===== src/rtl/ecs_pkg.sv =====
// Purpose: shared constants and types of the echo canceller status and gain registers
// Assumes: 8-bit register data, 8-bit register addresses
// Notes: offsets are the register addresses of the microport
`default_nettype none
package ecs_pkg;

  // ----------------------------------------
  // register map
  // ----------------------------------------
  localparam logic [7:0] ECS_OFS_LINE_STATUS = 8'h02;
  localparam logic [7:0] ECS_OFS_RX_GAIN = 8'h20;
  localparam logic [7:0] ECS_OFS_ACOUSTIC_STATUS = 8'h22;

  localparam logic [7:0] ECS_RST_LINE_STATUS = 8'h00;
  localparam logic [7:0] ECS_RST_RX_GAIN = 8'h6d;
  localparam logic [7:0] ECS_RST_ACOUSTIC_STATUS = 8'h00;
  localparam logic [7:0] ECS_RDATA_UNMAPPED = 8'h00;

  // ----------------------------------------
  // field positions
  // ----------------------------------------
  localparam int ECS_BIT_NB_PATH = 0;
  localparam int ECS_BIT_NB_ANY = 1;
  localparam int ECS_BIT_DOUBLE_TALK = 2;
  localparam int ECS_BIT_NONLINEAR = 3;
  localparam int ECS_BIT_HOWLING = 5;
  localparam int ECS_BIT_RX_IDLE = 6;
  localparam int ECS_GAIN_MSB = 3;
  localparam int ECS_GAIN_LSB = 0;

  // ----------------------------------------
  // gain encoding, dB per code 0h..Fh
  // ----------------------------------------
  localparam logic signed [7:0] ECS_GAIN_DB [16] = '{
    8'sh0c, 8'sh0f, 8'sh12, 8'sh15,
    -8'sh18, -8'sh15, -8'sh12, -8'sh0f,
    -8'sh0c, -8'sh09, -8'sh06, -8'sh03,
    8'sh00, 8'sh03, 8'sh06, 8'sh09
  };

  // ----------------------------------------
  // carriers
  // ----------------------------------------
  typedef struct packed {
    logic narrowband_send_flag;
    logic narrowband_receive_flag;
    logic acoustic_double_talk_flag;
    logic line_double_talk_flag;
    logic acoustic_nonlinear_active;
    logic line_nonlinear_active;
    logic howling_flag;
    logic receive_idle_flag;
  } ecs_detect_t;

  typedef struct packed {
    logic [7:0] addr;
    logic wr;
    logic rd;
    logic [7:0] wdata;
  } ecs_req_t;

  typedef struct packed {
    logic [7:0] receive_gain_register;
    logic [7:0] rdata;
    logic rvalid;
  } ecs_regs_state_t;

  typedef struct packed {
    logic signed [7:0] gain_db;
  } ecs_gain_state_t;

  function automatic logic [3:0] ecs_gain_code(input logic [7:0] reg_value);
    return reg_value[ECS_GAIN_MSB:ECS_GAIN_LSB];
  endfunction

endpackage
`default_nettype wire


===== src/rtl/ecs_gain_map.sv =====
// Purpose: turns the receive gain code into a signed gain in dB
// Assumes: code held stable by the register bank
// Notes: one cycle from code to gain
`default_nettype none
module ecs_gain_map import ecs_pkg::*; (
  input wire logic clk,
  input wire logic sys_rst,
  input wire logic ce,
  input wire logic [3:0] code,
  output logic signed [7:0] gain_db
);

  ecs_gain_state_t s_q;
  ecs_gain_state_t s_d;

  always_comb begin
    s_d = s_q;
    s_d.gain_db = ECS_GAIN_DB[code];
  end

  always_ff @(posedge clk) begin
    if (sys_rst) begin
      s_q.gain_db <= ECS_GAIN_DB[ecs_gain_code(ECS_RST_RX_GAIN)];
    end else if (ce) begin
      s_q <= s_d;
    end
  end

  assign gain_db = s_q.gain_db;

endmodule // ecs_gain_map
`default_nettype wire


===== src/rtl/ecs_regs.sv =====
// Purpose: status and receive gain registers of the dual echo canceller
// Assumes: microport decoded to one-cycle read and write strobes, all on clk
// Notes: status reads are live, one read latency cycle
//   writes to the status offsets are dropped silently
//   clock enable low freezes every register, read data included
//
// Functional notes
// - acoustic bit0 shows send-path narrowband detect
// - bit1 of both is send OR receive narrowband
// - acoustic bit2 shows acoustic double-talk
// - acoustic bit3 shows acoustic nonlinear processor active
// - acoustic bit5 shows howling in loop
// - acoustic bit6 shows receive path idle
// - line bit0 shows receive-path narrowband detect
// - line bit2 shows line double-talk
// - line bit3 shows line nonlinear processor active
// - gain register holds writable 4-bit code
// - gain code bits 3..0, upper bits reserved
// - codes map in 3 dB steps
`default_nettype none
module ecs_regs import ecs_pkg::*; (
  input wire logic clk,
  input wire logic sys_rst,
  input wire logic ce,
  input wire ecs_req_t req,
  input wire ecs_detect_t det,
  output logic [7:0] rdata,
  output logic rvalid,
  output logic [7:0] receive_gain_register,
  output logic signed [7:0] rx_gain_db
);

  ecs_regs_state_t s_q;
  ecs_regs_state_t s_d;
  wire logic [7:0] acoustic_status_register;
  wire logic [7:0] line_status_register;
  logic [7:0] read_word;
  logic gain_write;

  // ----------------------------------------
  // reset image of the held state
  // ----------------------------------------
  localparam ecs_regs_state_t REGS_RESET = '{
    receive_gain_register: ECS_RST_RX_GAIN,
    rdata: ECS_RDATA_UNMAPPED,
    rvalid: 1'b0
  };

  // ----------------------------------------
  // register map decode
  // ----------------------------------------
  // which register an address selects; unmapped addresses read zero
  typedef enum {
    ECS_SEL_NONE,
    ECS_SEL_LINE,
    ECS_SEL_GAIN,
    ECS_SEL_ACOUSTIC
  } ecs_sel_t;

  // shared by the write enable and the read mux so the two cannot disagree
  function automatic ecs_sel_t decode_sel(input logic [7:0] addr);
    ecs_sel_t sel;
    sel = ECS_SEL_NONE;
    unique case (addr)
      ECS_OFS_LINE_STATUS: begin
        sel = ECS_SEL_LINE;
      end
      ECS_OFS_RX_GAIN: begin
        sel = ECS_SEL_GAIN;
      end
      ECS_OFS_ACOUSTIC_STATUS: begin
        sel = ECS_SEL_ACOUSTIC;
      end
      default: begin
        sel = ECS_SEL_NONE;
      end
    endcase
    return sel;
  endfunction

  // ----------------------------------------
  // status bit sources
  // ----------------------------------------
  // narrowband summary, the same in both status words
  function automatic logic nb_any(input ecs_detect_t d);
    return d.narrowband_send_flag | d.narrowband_receive_flag;
  endfunction

  // one acoustic status bit by position; reserved positions keep the reset value
  function automatic logic acoustic_bit(input int pos, input ecs_detect_t d);
    logic b;
    b = 1'b0;
    unique case (pos)
      ECS_BIT_NB_PATH: begin
        b = d.narrowband_send_flag;
      end
      ECS_BIT_NB_ANY: begin
        b = nb_any(d);
      end
      ECS_BIT_DOUBLE_TALK: begin
        b = d.acoustic_double_talk_flag;
      end
      ECS_BIT_NONLINEAR: begin
        b = d.acoustic_nonlinear_active;
      end
      ECS_BIT_HOWLING: begin
        b = d.howling_flag;
      end
      ECS_BIT_RX_IDLE: begin
        b = d.receive_idle_flag;
      end
      default: begin
        b = ECS_RST_ACOUSTIC_STATUS[pos];
      end
    endcase
    return b;
  endfunction

  // one line status bit by position; reserved positions keep the reset value
  function automatic logic line_bit(input int pos, input ecs_detect_t d);
    logic b;
    b = 1'b0;
    unique case (pos)
      ECS_BIT_NB_PATH: begin
        b = d.narrowband_receive_flag;
      end
      ECS_BIT_NB_ANY: begin
        b = nb_any(d);
      end
      ECS_BIT_DOUBLE_TALK: begin
        b = d.line_double_talk_flag;
      end
      ECS_BIT_NONLINEAR: begin
        b = d.line_nonlinear_active;
      end
      default: begin
        b = ECS_RST_LINE_STATUS[pos];
      end
    endcase
    return b;
  endfunction

  // ----------------------------------------
  // live status words
  // ----------------------------------------
  // each mapped bit follows its detector level, reserved bits stay at the reset value, nothing is latched
  for (genvar i = 0; i < $bits(acoustic_status_register); i++) begin : g_status
    assign acoustic_status_register[i] = acoustic_bit(i, det);
    assign line_status_register[i] = line_bit(i, det);
  end

  // ----------------------------------------
  // write decode
  // ----------------------------------------
  // status offsets have no write enable, so a stray write leaves no trace
  assign gain_write = req.wr && (decode_sel(req.addr) == ECS_SEL_GAIN);

  // ----------------------------------------
  // read mux
  // ----------------------------------------
  always_comb begin
    read_word = ECS_RDATA_UNMAPPED;
    unique case (decode_sel(req.addr))
      ECS_SEL_LINE: begin
        read_word = line_status_register;
      end
      ECS_SEL_GAIN: begin
        // held value: a write in the same cycle shows on the next read
        read_word = s_q.receive_gain_register;
      end
      ECS_SEL_ACOUSTIC: begin
        read_word = acoustic_status_register;
      end
      ECS_SEL_NONE: begin
        read_word = ECS_RDATA_UNMAPPED;
      end
    endcase
  end

  // ----------------------------------------
  // next state
  // ----------------------------------------
  always_comb begin
    s_d = s_q;
    s_d.rvalid = req.rd;
    if (gain_write) begin
      s_d.receive_gain_register = req.wdata;
    end
    if (req.rd) begin
      s_d.rdata = read_word;
    end
  end

  always_ff @(posedge clk) begin
    if (sys_rst) begin
      s_q <= REGS_RESET;
    end else if (ce) begin
      s_q <= s_d;
    end
  end

  // ----------------------------------------
  // gain decode
  // ----------------------------------------
  ecs_gain_map u_gain (
    .clk(clk),
    .sys_rst(sys_rst),
    .ce(ce),
    .code(ecs_gain_code(s_q.receive_gain_register)),
    .gain_db(rx_gain_db)
  );

  // ----------------------------------------
  // outputs
  // ----------------------------------------
  assign rdata = s_q.rdata;
  assign rvalid = s_q.rvalid;
  assign receive_gain_register = s_q.receive_gain_register;

endmodule // ecs_regs
`default_nettype wire


===== config.mk =====
export PLATFORM = sky130hd
export DESIGN_NAME = ecs_regs
export DESIGN_NICKNAME = d
export VERILOG_FILES = /design/src/rtl/ecs_pkg.sv /design/src/rtl/ecs_gain_map.sv /design/src/rtl/ecs_regs.sv
export SDC_FILE = /design/constraint.sdc
export NUM_CORES = 1
export LEC_CHECK = 0
export ABC_AREA = 1
export BUFFER_PORTS_ARGS = -buffer_cell sky130_fd_sc_hd__buf_2
export CORE_AREA = 2 2 57 59
export CTS_CLUSTER_SIZE = 30
export DETAILED_ROUTE_END_ITERATION = 6
export DIE_AREA = 0 0 59 61
export HOLD_SLACK_MARGIN = 0.15
export PLACE_DENSITY = 0.73
export SLEW_MARGIN = 40
export SYNTH_ARGS = -nofsm -noshare
export SYNTH_HDL_FRONTEND = slang
export SYNTH_SLANG_ARGS = --single-unit

===== constraint.sdc =====
create_clock -name clk -period 1 [get_ports clk]
set_input_delay 0.1 -clock clk [delete_from_list [all_inputs] [get_ports clk]]
set_output_delay 0.1 -clock clk [all_outputs]
set_load 0.03 [all_outputs]

### Word level (Yosys, flattened, before mapping)

Memory sizes are Yosys's and may differ from the RTL's. A register that Yosys moved wholly into a read port is not among the register bits.
Cells that the tools add are included.

* eq/ne operators: 7
* mux-type cells: 2
* bitwise operators: 2
* reduce and logical (&&, ||, !) cells: 4

Operator list (count)
* 32-bit by 2-bit == test with 1-bit output, second input constant: 2
* 32-bit by 1-bit == test with 1-bit output, second input constant: 1
* 32-bit by 3-bit == test with 1-bit output, second input constant: 1
* 32-bit logical NOT: 1
* 8-bit case mux with 4 select lines: 1
* 8-bit by 6-bit == test with 1-bit output, second input constant: 2
* 8-bit by 2-bit == test with 1-bit output, second input constant: 1
* 2-bit case mux with 3 select lines: 1
* 4-bit NOT with 5-bit output: 1
* 2-bit AND reduction: 2
* 1-bit logical AND: 1
* 1-bit OR: 1

* register bits: 17
* ROM bits: 128
* bits of input ports: 29
* output and inout port bits: 25
* word-level logic and storage cells: 19
* memories: 1

Memories
* (no name shown): depth 16, bits a word 8, rd ports 1, clocked after Yosys merged registers in 1, write ports 0, RTL line ecs_gain_map.sv:18 `s_d.gain_db = ECS_GAIN_DB[code];`

### Logic depth before layout (Yosys ltp)

Gate-level depths: netlist of the first run.

* word-level depth: 5
* mapped depth: 9
* depth with buffers taken out: 9

### Hierarchy

Synthesis of the first run repeated with hierarchy kept, for this count alone.

* cell total of the unflattened synthesis: 181
* area, all modules: 1241.2 µm²

By module, submodules not included
* ecs_regs: times used 1, cells an instance 132, area each 888.4 µm²
* ecs_gain_map: times used 1, cells an instance 49, area each 352.8 µm²

### Worst setup path after synthesis of the first run

No wires, ideal clock.

* kind: reg2reg
* start: reg s_q, in the netlist receive_gain_register[0]
* end: reg u_gain.gain_db[2] (netlist name)
* arrival: 1.158 ns
* path slack: -0.274 ns
* cell stages (with the launch flop): 7
* clock period less this slack: 1.274 ns
* cells stage by stage: dfxtp_1 -> inv_1 -> ha_1 -> nand2_1 -> o211ai_1 -> o211ai_1 -> inv_1

* longest elaborated chain between the ends: 1

Ends and longest elaborated chain
* from (decl): RTL line ecs_regs.sv:33 `ecs_regs_state_t s_q;`
* from (signal assigned): RTL line ecs_regs.sv:196 `s_q <= REGS_RESET;`
* from (signal assigned): RTL line ecs_regs.sv:198 `s_q <= s_d;`
* 4-bit NOT with 5-bit output (not written as such): RTL line ecs_gain_map.sv:18

Every way passes these cells.
A chain may end at the register's enable or synchronous reset.

### Worst setup path after layout of the first run

* start: reg s_q, in the netlist receive_gain_register[0]
* end: out receive_gain_register[0]

RTL lines
* to (decl): RTL line ecs_regs.sv:29 `output logic [7:0] receive_gain_register,`

No word-level cell between the ends.

==> results of run 1 <==
per-layer routing:
layer | track usage | vias to the layer above | wire length [µm]
met3 | 0.0490 | 4 | 130
met4 | 0.0487 | 0 | 23
met1 | 0.232 | 612 | 1430
met5 | 0 | - | 0
met2 | 0.363 | 28 | 1590
li1 | - | 720 | -
power by group:
part	internal (mW)	leakage [nW]	total [mW]	switching, mW
sequential	0.940	0.189	0.957	0.0171
clock	0.150	0.0177	0.427	0.277
combinational	0.179	0.814	0.384	0.205
flip-flops by register name, indices dropped and copies added, names as in the netlist:
signal,count
rdata,8
receive_gain_register,8
u_gain.gain_db,6
rvalid,1
repair_timing:
action / CTS / global route
pin swaps: 0 / 10
endpoints found under the setup margin: 11 / 29
endpoints found under the hold margin: 17 / 0
resized for setup: 16 / 38
setup buffers: 2 / 2
hold buffers: 16 / 0
final cells by class:
class | instances | share of cell area
Sequential cell | 23 | 0.251
Inverter | 28 | 0.0543
Tap cell | 33 | 0.0213
Timing Repair Buffer | 84 | 0.326
Clock buffer | 3 | 0.0116
Clock inverter | 1 | 0.00259
Multi-Input combinational cell | 120 | 0.334
logic make-up after synthesis:
family | count (synthesis) | synth area share
adder cells (fa/ha/maj) | 4 | 0.0414
AO/OA/AOI/OAI | 27 | 0.121
flip-flops | 23 | 0.381
buffers and inverters | 34 | 0.130
AND/OR/NAND/NOR | 89 | 0.327
through the flow:
stage | setup WS [ns] | hold WS [ns]
after floorplan | -0.0359 | 0.169
after global placement | -0.115 | 0.299
after detailed placement | -0.142 | 0.305
after CTS | -0.0392 | 0.175
after global routing | -0.136 | 0.191
final | -0.0479 | 0.178
placed cells by master (no fill, tap or decap), types with 4 or more instances in the layout:
cell type	count
nand2_1	34
nor2_1	31
buf_2	30
inv_1	25
buf_4	20
dlygate4sd3_1	16
clkbuf_4	14
nand3_1	13
o21ai_0	13
dfxtp_1	11
dfxtp_2	8
buf_6	6
nand2_2	5
o21ai_1	5
a21oi_1	4
dfxtp_4	4
path summary, 6_finish.rpt:
path	startpoint	end	slack, ns
worst max-delay path	receive_gain_register[0]	receive_gain_register[0]	-0.05
worst min-delay path	det[3]	rdata[3]	0.18
worst max register to register	receive_gain_register[1]	u_gain.gain_db[3]	-0.05
worst min register to register	rvalid	rvalid	0.46
worst reg2reg max path, delay by kind of cell, from the launching register on:
kind / cells / cell delay (ns)
AOI/OAI and AO/OA: 3 / 0.37
adders and majority gates: 1 / 0.16
DFF: 1 / 0.39
buffers and inverters: 1 / 0.05
==> metrics.cfg, run 1 <==
[pwr]
power_density_nw_per_um2 = 913
p_leak_nw = 1.02
ir_drop_mv = 0.611
power.total_mw = 1.77

[hold_path]
hold_depth = 5
min_path_type = in -> reg

[floorplan]
ios = 54
dieArea_um2 = 3600
dieHeight_um = 61
fp-row-count = 20
die_w_um = 59
core-area_um2 = 2950
initial_utilization = 0.410

[critical_path]
start_kind = flip-flop
crit_arrival_ns = 0.95
crit_required_ns = 0.90
cp.depth = 2
cp_slowest_stage_delay_ns = 0.41
reg2reg_depth = 5
critical_path.cell_chain = buf_6 -> buf_6
endpoint_kind = output pin
critPathKind = reg -> out
critPathTopFamily = flip-flops
crit_fanout = 4
cp_common_cell = buf_6
cp.buffers_inverters = 2
critPathSlowestCell = dfxtp_4

[clocking]
clkTransAtPathRegs_ns = 0.13
numCtsBuffers = 3
cts.sinks = 23
cts_tree = yes
htreeDepth = 1
clockRootBuffer = clkbuf_4
insertion_delay_ns = 0.31
ctsLongestPathBuffers = 2

[synthesis]
synth_top_area_frac = 0.381
syn_avg_cell_area_um2 = 6.84
yosys-top-cells-area = dfxtp_1, nand2_1, nor2_1
ys.flop_type = dfxtp_1
synth_warnings = 0
synth_common_cells = nand2_1, nor2_1, inv_1, dfxtp_1, o21ai_0
ys_types = 20
yosysMostFrequentCell = nand2_1
async_reset_ff_frac = 0
syn_inst = 177
yosys_register_bits = 23
netlist_area_um2 = 1210
synth_top_cell_by_area = dfxtp_1
synthesis.nets = 210
synth_edf_count = 0
yosysSeqAreaShare = 0.381

[route]
vias = 1364
first_pass_iters = 4
ant_nets = 0
viasPerCell = 4.67
route.detailed.drc = 0
totalWireLength_um = 3180
wl_per_cell_um = 10.9
drt_iter0_markers = 58

[placement]
placed_area_um2 = 1570
dp.final_hpwl_um = 2270
io_buffers = 53
placed_cells = 268
place_congestion = 0.774

[run_status]
status = finished with violations
violations = setup timing

[cells_and_area]
fin_cells = 292
fill_cells = 268
multi_input_area_um2 = 646
area_delta_synth_final_pct = 60.0
nets = 293
seqCellArea_um2 = 485
utilization = 0.656
final_area_um2 = 1940
diodes = 0
layout-drive-gt1-share = 0.390

[timing]
rsz0062_at_grt = yes
period_needed_ns = 1.05
tns_ns = -0.151
clock_skew_ns = 0.0103
tightest_slew_ns = 0.293
setup_viol = 4
relSlewSlack = 0.804
period_share = 1.05
max_freq_mhz = 954
final_max_slew_viol_count = 0
finalHoldViolCount = 0
layout_setup_ws_ns = -0.0479

[global_routing]
grt_overflow = 0
track_usage = 0.198
antenna_found_initial = 0
grt_pass1_vias = 1311
grt_max_degree = 17
grt_pass1_wl_um = 5420

[flow_run]
drv_cap = 0

Power figures use the tool's default switching activity.
==> inputs of run 2 (changes only) <==
==> constraint.sdc (replaced) <==
create_clock -name clk -period 1 [get_ports clk]
set_input_delay 0.25 -clock clk [delete_from_list [all_inputs] [get_ports clk]]
set_output_delay 0.25 -clock clk [all_outputs]
set_load 0.03 [all_outputs]
==> run 2 against run 1 <==
The run still ends with setup timing left. Wire length up 13%. Global-route usage increased by 0.63 points. Largest cell class is now non-clock buffers. Cell count grew 2.4%. Highest routed layer unchanged. Via count increased by 2.6%. Sequential power rose by 1%. Core utilization up 6.4 points. Power rose by 4.2%. Maximum frequency down 11%.
==> metrics.cfg, run 2 (synthesized netlist as in run 1, its figures left out) <==
[run_status]
status = finished with violations  ; unchanged
violations = setup timing  ; unchanged

[clocking]
htreeDepth = 1  ; unchanged
insertion_delay_ns = 0.31  ; about the same
cts.sinks = 23  ; unchanged
clockRootBuffer = clkbuf_4  ; unchanged
cts_tree = yes  ; unchanged
numCtsBuffers = 3  ; unchanged
clkTransAtPathRegs_ns = 0.13  ; about the same
ctsLongestPathBuffers = 2  ; unchanged

[pwr]
pwr-share-comb = 0.235  ; was 0.217
ir_drop_mv = 0.433  ; was 0.611 mV
p_int_mw = 1.30  ; was 1.27 mW
p_sw_mw = 0.538  ; was 0.499 mW
p_clk_frac = 0.240  ; was 0.242
power_density_nw_per_um2 = 867  ; was 913 nW/µm²
pwr-share-seq = 0.525  ; was 0.541
p_leak_nw = 1.12  ; was 1.02 nW
netSwitchingFraction = 0.292  ; was 0.282

[cells_and_area]
layout-drive-gt1-share = 0.500  ; was 0.390
utilization = 0.720  ; was 0.656
diodes = 0  ; unchanged
area_delta_synth_final_pct = 75.7  ; was 60.0%
final_common_cell = nand2_1  ; unchanged
nets = 300  ; was 293
final_cell_mix = nand2_1, buf_6, nor2_1  ; was nand2_1, nor2_1, buf_2

[floorplan]
die_w_um = 59  ; unchanged
ios = 54  ; unchanged
core-area_um2 = 2950  ; unchanged
initial_utilization = 0.410  ; unchanged
dieArea_um2 = 3600  ; unchanged
fp-row-count = 20  ; unchanged
dieHeight_um = 61  ; unchanged

[critical_path]
endpoint_kind = output pin  ; unchanged
crit_fanout = 2  ; was 4
critPathTopFamily = flip-flops  ; unchanged
cp_common_cell = buf_6  ; unchanged
start_kind = flip-flop  ; unchanged
cp_slowest_stage_delay_ns = 0.37  ; was 0.41 ns
crit_required_ns = 0.75  ; was 0.90 ns
critPathSlowestCell = dfxtp_4  ; unchanged
crit_arrival_ns = 0.93  ; was 0.95 ns
critPathKind = reg -> out  ; unchanged
critical_path.cell_chain = buf_6 -> buf_6  ; unchanged
cp.buffers_inverters = 2  ; unchanged

[route]
drt_iter0_markers = 25  ; was 58
route.detailed.drc = 0  ; unchanged
viasPerCell = 4.68  ; was 4.67
totalWireLength_um = 3590  ; was 3180 µm
drt-met1-wl_um = 1630  ; was 1430 µm
wl_per_cell_um = 12.0  ; was 10.9 µm
vias = 1399  ; was 1364
first_pass_iters = 4  ; unchanged
ant_nets = 0  ; unchanged
wl_met3_um = 141  ; was 130 µm
wl_met2_um = 1740  ; was 1590 µm
top_layer_used = met4  ; unchanged

[global_routing]
grt_max_degree = 20  ; was 17
grt_overflow = 0  ; unchanged
antenna_found_initial = 0  ; unchanged
grt_pass1_vias = 1324  ; was 1311
track_usage = 0.205  ; was 0.198
grt_pass1_wl_um = 5600  ; was 5420 µm

[placement]
dp.final_hpwl_um = 2270  ; about the same
io_buffers = 53  ; unchanged
dpl_worst_slack_ns = -0.260  ; was -0.142 ns
place_congestion = 0.768  ; was 0.774

[timing]
period_share = 1.18  ; was 1.05
period_needed_ns = 1.18  ; was 1.05 ns
tns_ns = -2.21  ; was -0.151 ns
setup_viol = 29  ; was 4
tightest_slew_ns = 0.252  ; was 0.293 ns
layout_setup_ws_ns = -0.182  ; was -0.0479 ns
final_max_slew_viol_count = 0  ; unchanged
max_freq_mhz = 846  ; was 954 MHz
finalHoldViolCount = 0  ; unchanged
rsz0062_at_grt = yes  ; unchanged
relSlewSlack = 0.831  ; was 0.804
clock_skew_ns = 0.00599  ; was 0.0103 ns

[hold_path]
min_path_type = in -> reg  ; unchanged

[flow_run]
drv_cap = 0  ; unchanged

run 2: power by group through the flow:
stage | Sequential, mW | Clock (mW) | Combinational, mW
6_report | 0.967 | 0.442 | 0.434
2_1_floorplan | 1.04 | 0 | 0.123
3_5_place_dp | 0.977 | 0 | 0.332
3_3_place_gp | 0.977 | 0 | 0.327
5_1_grt | 0.970 | 0.485 | 0.469
4_1_cts | 0.967 | 0.457 | 0.404
run 2: tightest hold or removal path: stages:
cell	delay, ns
buf_2	0.08
nor2_1	0.04
nor2_1	0.08
run 2: final timing paths:
check                           slack, ns                        to                startpoint  cells after the start
worst max register to register      -0.15         u_gain.gain_db[3]  receive_gain_register[0]                      7
worst min-delay path                 0.17  receive_gain_register[4]                    req[4]                      3
worst max-delay path                -0.18  receive_gain_register[0]  receive_gain_register[0]                      2
worst min register to register       0.50         u_gain.gain_db[0]         u_gain.gain_db[0]                      2
run 2: metal layers:
layer,track usage,up-vias
met1,0.262,618
met2,0.359,42
met3,0.0256,10
met4,0.0649,0
li1,-,729
met5,0,-
run 2: layout make-up:
class | count | area (µm²)
Clock buffer | 3 | 22.5
Clock inverter | 1 | 5.00
Fill cell | 230 | 827
Inverter | 28 | 113
Multi-Input combinational cell | 120 | 671
Sequential cell | 23 | 502
Tap cell | 33 | 41.3
Timing Repair Buffer | 91 | 772
run 2: what timing repair did:
action                     4_1_cts  5_1_grt
gates resized for setup         81       20
pin swaps                        0       11
setup endpoints to repair       27       41
hold buffers                     7        0
hold endpoints to repair         7        0
buffers inserted                11        6
run 2: metrics by stage:
step / instances / instance area [µm²] / power (mW) / hold slack [ns]
after floorplan: 177 / 1230 / 1.17 / 0.319
after global placement: 271 / 1600 / 1.30 / 0.444
after detailed placement: 271 / 1600 / 1.31 / 0.450
after CTS: 293 / 1990 / 1.83 / 0.160
after global routing: 299 / 2130 / 1.92 / 0.166
final: 299 / 2130 / 1.84 / 0.166
==> inputs of run 3 (changes only) <==
RECOVER_POWER = 25   (was unset)
==> run 3 against run 2 <==
Largest power group unchanged. Critical endpoint unchanged. The run still ends with setup timing left. Via count rose by 0.57%. First-iteration DRC count did not move. Power fell by 0.18%. Highest routed layer unchanged. Worst setup slack improved by 0.00083 ns. Combinational power barely moved. Wire length fell by 0.19%. Register-to-register slack barely moved.
==> metrics.cfg, run 3 (synthesized netlist as in run 1, its figures left out) <==
[clocking]
clkTransAtPathRegs_ns = 0.13  ; about the same
cts_tree = yes  ; unchanged
htreeDepth = 1  ; unchanged
cts.sinks = 23  ; unchanged
ctsLongestPathBuffers = 2  ; unchanged
clockRootBuffer = clkbuf_4  ; unchanged
insertion_delay_ns = 0.31  ; about the same
numCtsBuffers = 3  ; unchanged

[pwr]
pwr-share-seq = 0.526  ; was 0.525
p_leak_nw = 1.12  ; about the same
p_sw_mw = 0.536  ; was 0.538 mW
p_int_mw = 1.30  ; about the same
power_density_nw_per_um2 = 867  ; about the same
pwr-share-comb = 0.235  ; about the same
ir_drop_mv = 0.432  ; was 0.433 mV
netSwitchingFraction = 0.291  ; was 0.292
p_clk_frac = 0.239  ; was 0.240

[timing]
period_share = 1.18  ; about the same
period_needed_ns = 1.18  ; about the same
clock_skew_ns = 0.00578  ; was 0.00599 ns
finalHoldViolCount = 0  ; unchanged
worst_hold_slack_ns = 0.166  ; about the same
layout_setup_ws_ns = -0.181  ; was -0.182 ns
tightest_slew_ns = 0.255  ; was 0.252 ns
relSlewSlack = 0.829  ; was 0.831
max_freq_mhz = 847  ; was 846 MHz
final_max_slew_viol_count = 0  ; unchanged
tns_ns = -2.19  ; was -2.21 ns
setup_viol = 29  ; unchanged
rsz0062_at_grt = yes  ; unchanged

[cells_and_area]
fin_cells = 299  ; unchanged
fill_cells = 230  ; unchanged
area_delta_synth_final_pct = 75.4  ; was 75.7%
diodes = 0  ; unchanged
final_common_cell = nand2_1  ; unchanged
layout-drive-gt1-share = 0.492  ; was 0.500
final_cell_mix = nand2_1, buf_6, nor2_1  ; unchanged
nets = 300  ; unchanged
utilization = 0.719  ; was 0.720
final_area_um2 = 2120  ; was 2130 µm²

[floorplan]
core-area_um2 = 2950  ; unchanged
dieHeight_um = 61  ; unchanged
fp-row-count = 20  ; unchanged
dieArea_um2 = 3600  ; unchanged
die_w_um = 59  ; unchanged
ios = 54  ; unchanged
initial_utilization = 0.410  ; unchanged

[critical_path]
cp_common_cell = buf_6  ; unchanged
start_kind = flip-flop  ; unchanged
cp_slowest_stage_delay_ns = 0.37  ; about the same
reg2reg_depth = 7  ; unchanged
critical_path.cell_chain = buf_6 -> buf_6  ; unchanged
r2r_end = u_gain.gain_db[3]  ; unchanged
critPathKind = reg -> out  ; unchanged
r2r_slack_ns = -0.15  ; about the same
crit_fanout = 2  ; unchanged
regToRegStartpoint = receive_gain_register[0]  ; unchanged
endpoint_kind = output pin  ; unchanged
crit_arrival_ns = 0.93  ; about the same
critPathSlowestCell = dfxtp_4  ; unchanged
crit_required_ns = 0.75  ; about the same

[hold_path]
min_to = receive_gain_register[4]  ; unchanged
min_path_type = in -> reg  ; unchanged
hold_depth = 3  ; unchanged
min_from = req[4]  ; unchanged

[placement]
dp.final_hpwl_um = 2270  ; unchanged
io_buffers = 53  ; unchanged
place_congestion = 0.768  ; unchanged
placed_cells = 271  ; unchanged
placed_area_um2 = 1600  ; unchanged

[route]
drt_iter0_markers = 25  ; unchanged
viasPerCell = 4.71  ; was 4.68
first_pass_iters = 4  ; unchanged
route.detailed.drc = 0  ; unchanged
ant_nets = 0  ; unchanged
totalWireLength_um = 3580  ; was 3590 µm
wl_per_cell_um = 12.0  ; about the same
vias = 1407  ; was 1399

[global_routing]
grt_pass1_vias = 1324  ; unchanged
grt_pass1_wl_um = 5600  ; unchanged
grt_overflow = 0  ; unchanged
track_usage = 0.205  ; unchanged
grt_max_degree = 20  ; unchanged
antenna_found_initial = 0  ; unchanged

[run_status]
status = finished with violations  ; unchanged
violations = setup timing  ; unchanged

[flow_run]
drv_cap = 0  ; unchanged

==> run 3: per-stage QoR <==
step	total power, mW	worst slack, ns
floorplan	1.17	-0.0359
global placement	1.30	-0.227
CTS	1.83	-0.188
detailed placement	1.31	-0.260
global route	1.92	-0.213
finish	1.84	-0.181
==> run 3: critical path, delay by kind of cell, from the launching register on <==
family                 cells  cell delay (ns)
buffers and inverters      2             0.25
DFF                        1             0.37
==> run 3: area by class of cell <==
type                            instances  area (µm²)  share of cell area
Sequential cell                        23         502               0.236
Clock inverter                          1        5.00             0.00236
Timing Repair Buffer                   91         771               0.363
Multi-Input combinational cell        120         668               0.315
Inverter                               28         113              0.0531
Clock buffer                            3        22.5              0.0106
Tap cell                               33        41.3              0.0195
==> run 3: how the worst max path moves through the flow <==
stage                                  start                        to  cells after the start
detailed placement                   req[14]  receive_gain_register[1]                      7
finish              receive_gain_register[0]  receive_gain_register[0]                      2
global route        receive_gain_register[2]  receive_gain_register[2]                      2
floorplan           receive_gain_register[0]         u_gain.gain_db[2]                      6
global placement                     req[17]  receive_gain_register[1]                      7
CTS                 receive_gain_register[1]  receive_gain_register[1]                      2
==> run 3: timing repair <==
| action | CTS | global route |
|---|---|---|
| endpoints found under the setup margin | 27 | 41 |
| gates resized for setup | 81 | 20 |
| hold buffers | 7 | 0 |
| buffers inserted | 11 | 6 |
| hold endpoints to repair | 7 | 0 |
| pin swaps | 0 | 11 |
==> run 3: power groups by stage <==
| stage | logic, mW | clock network [mW] | registers, mW |
|---|---|---|---|
| finish | 0.432 | 0.440 | 0.967 |
| CTS | 0.404 | 0.457 | 0.967 |
| floorplan | 0.123 | 0 | 1.04 |
| global placement | 0.327 | 0 | 0.977 |
| detailed placement | 0.332 | 0 | 0.977 |
| global route | 0.467 | 0.485 | 0.970 |
==> run 3: per-layer routing <==
metal  vias to the layer above  global-route usage  part of all wire
met4                         0              0.0649             0.020
met2                        52               0.359              0.49
li1                        729                   -                 -
met3                         8              0.0256             0.045
met5                         -                   0                 0
met1                       618               0.262              0.45
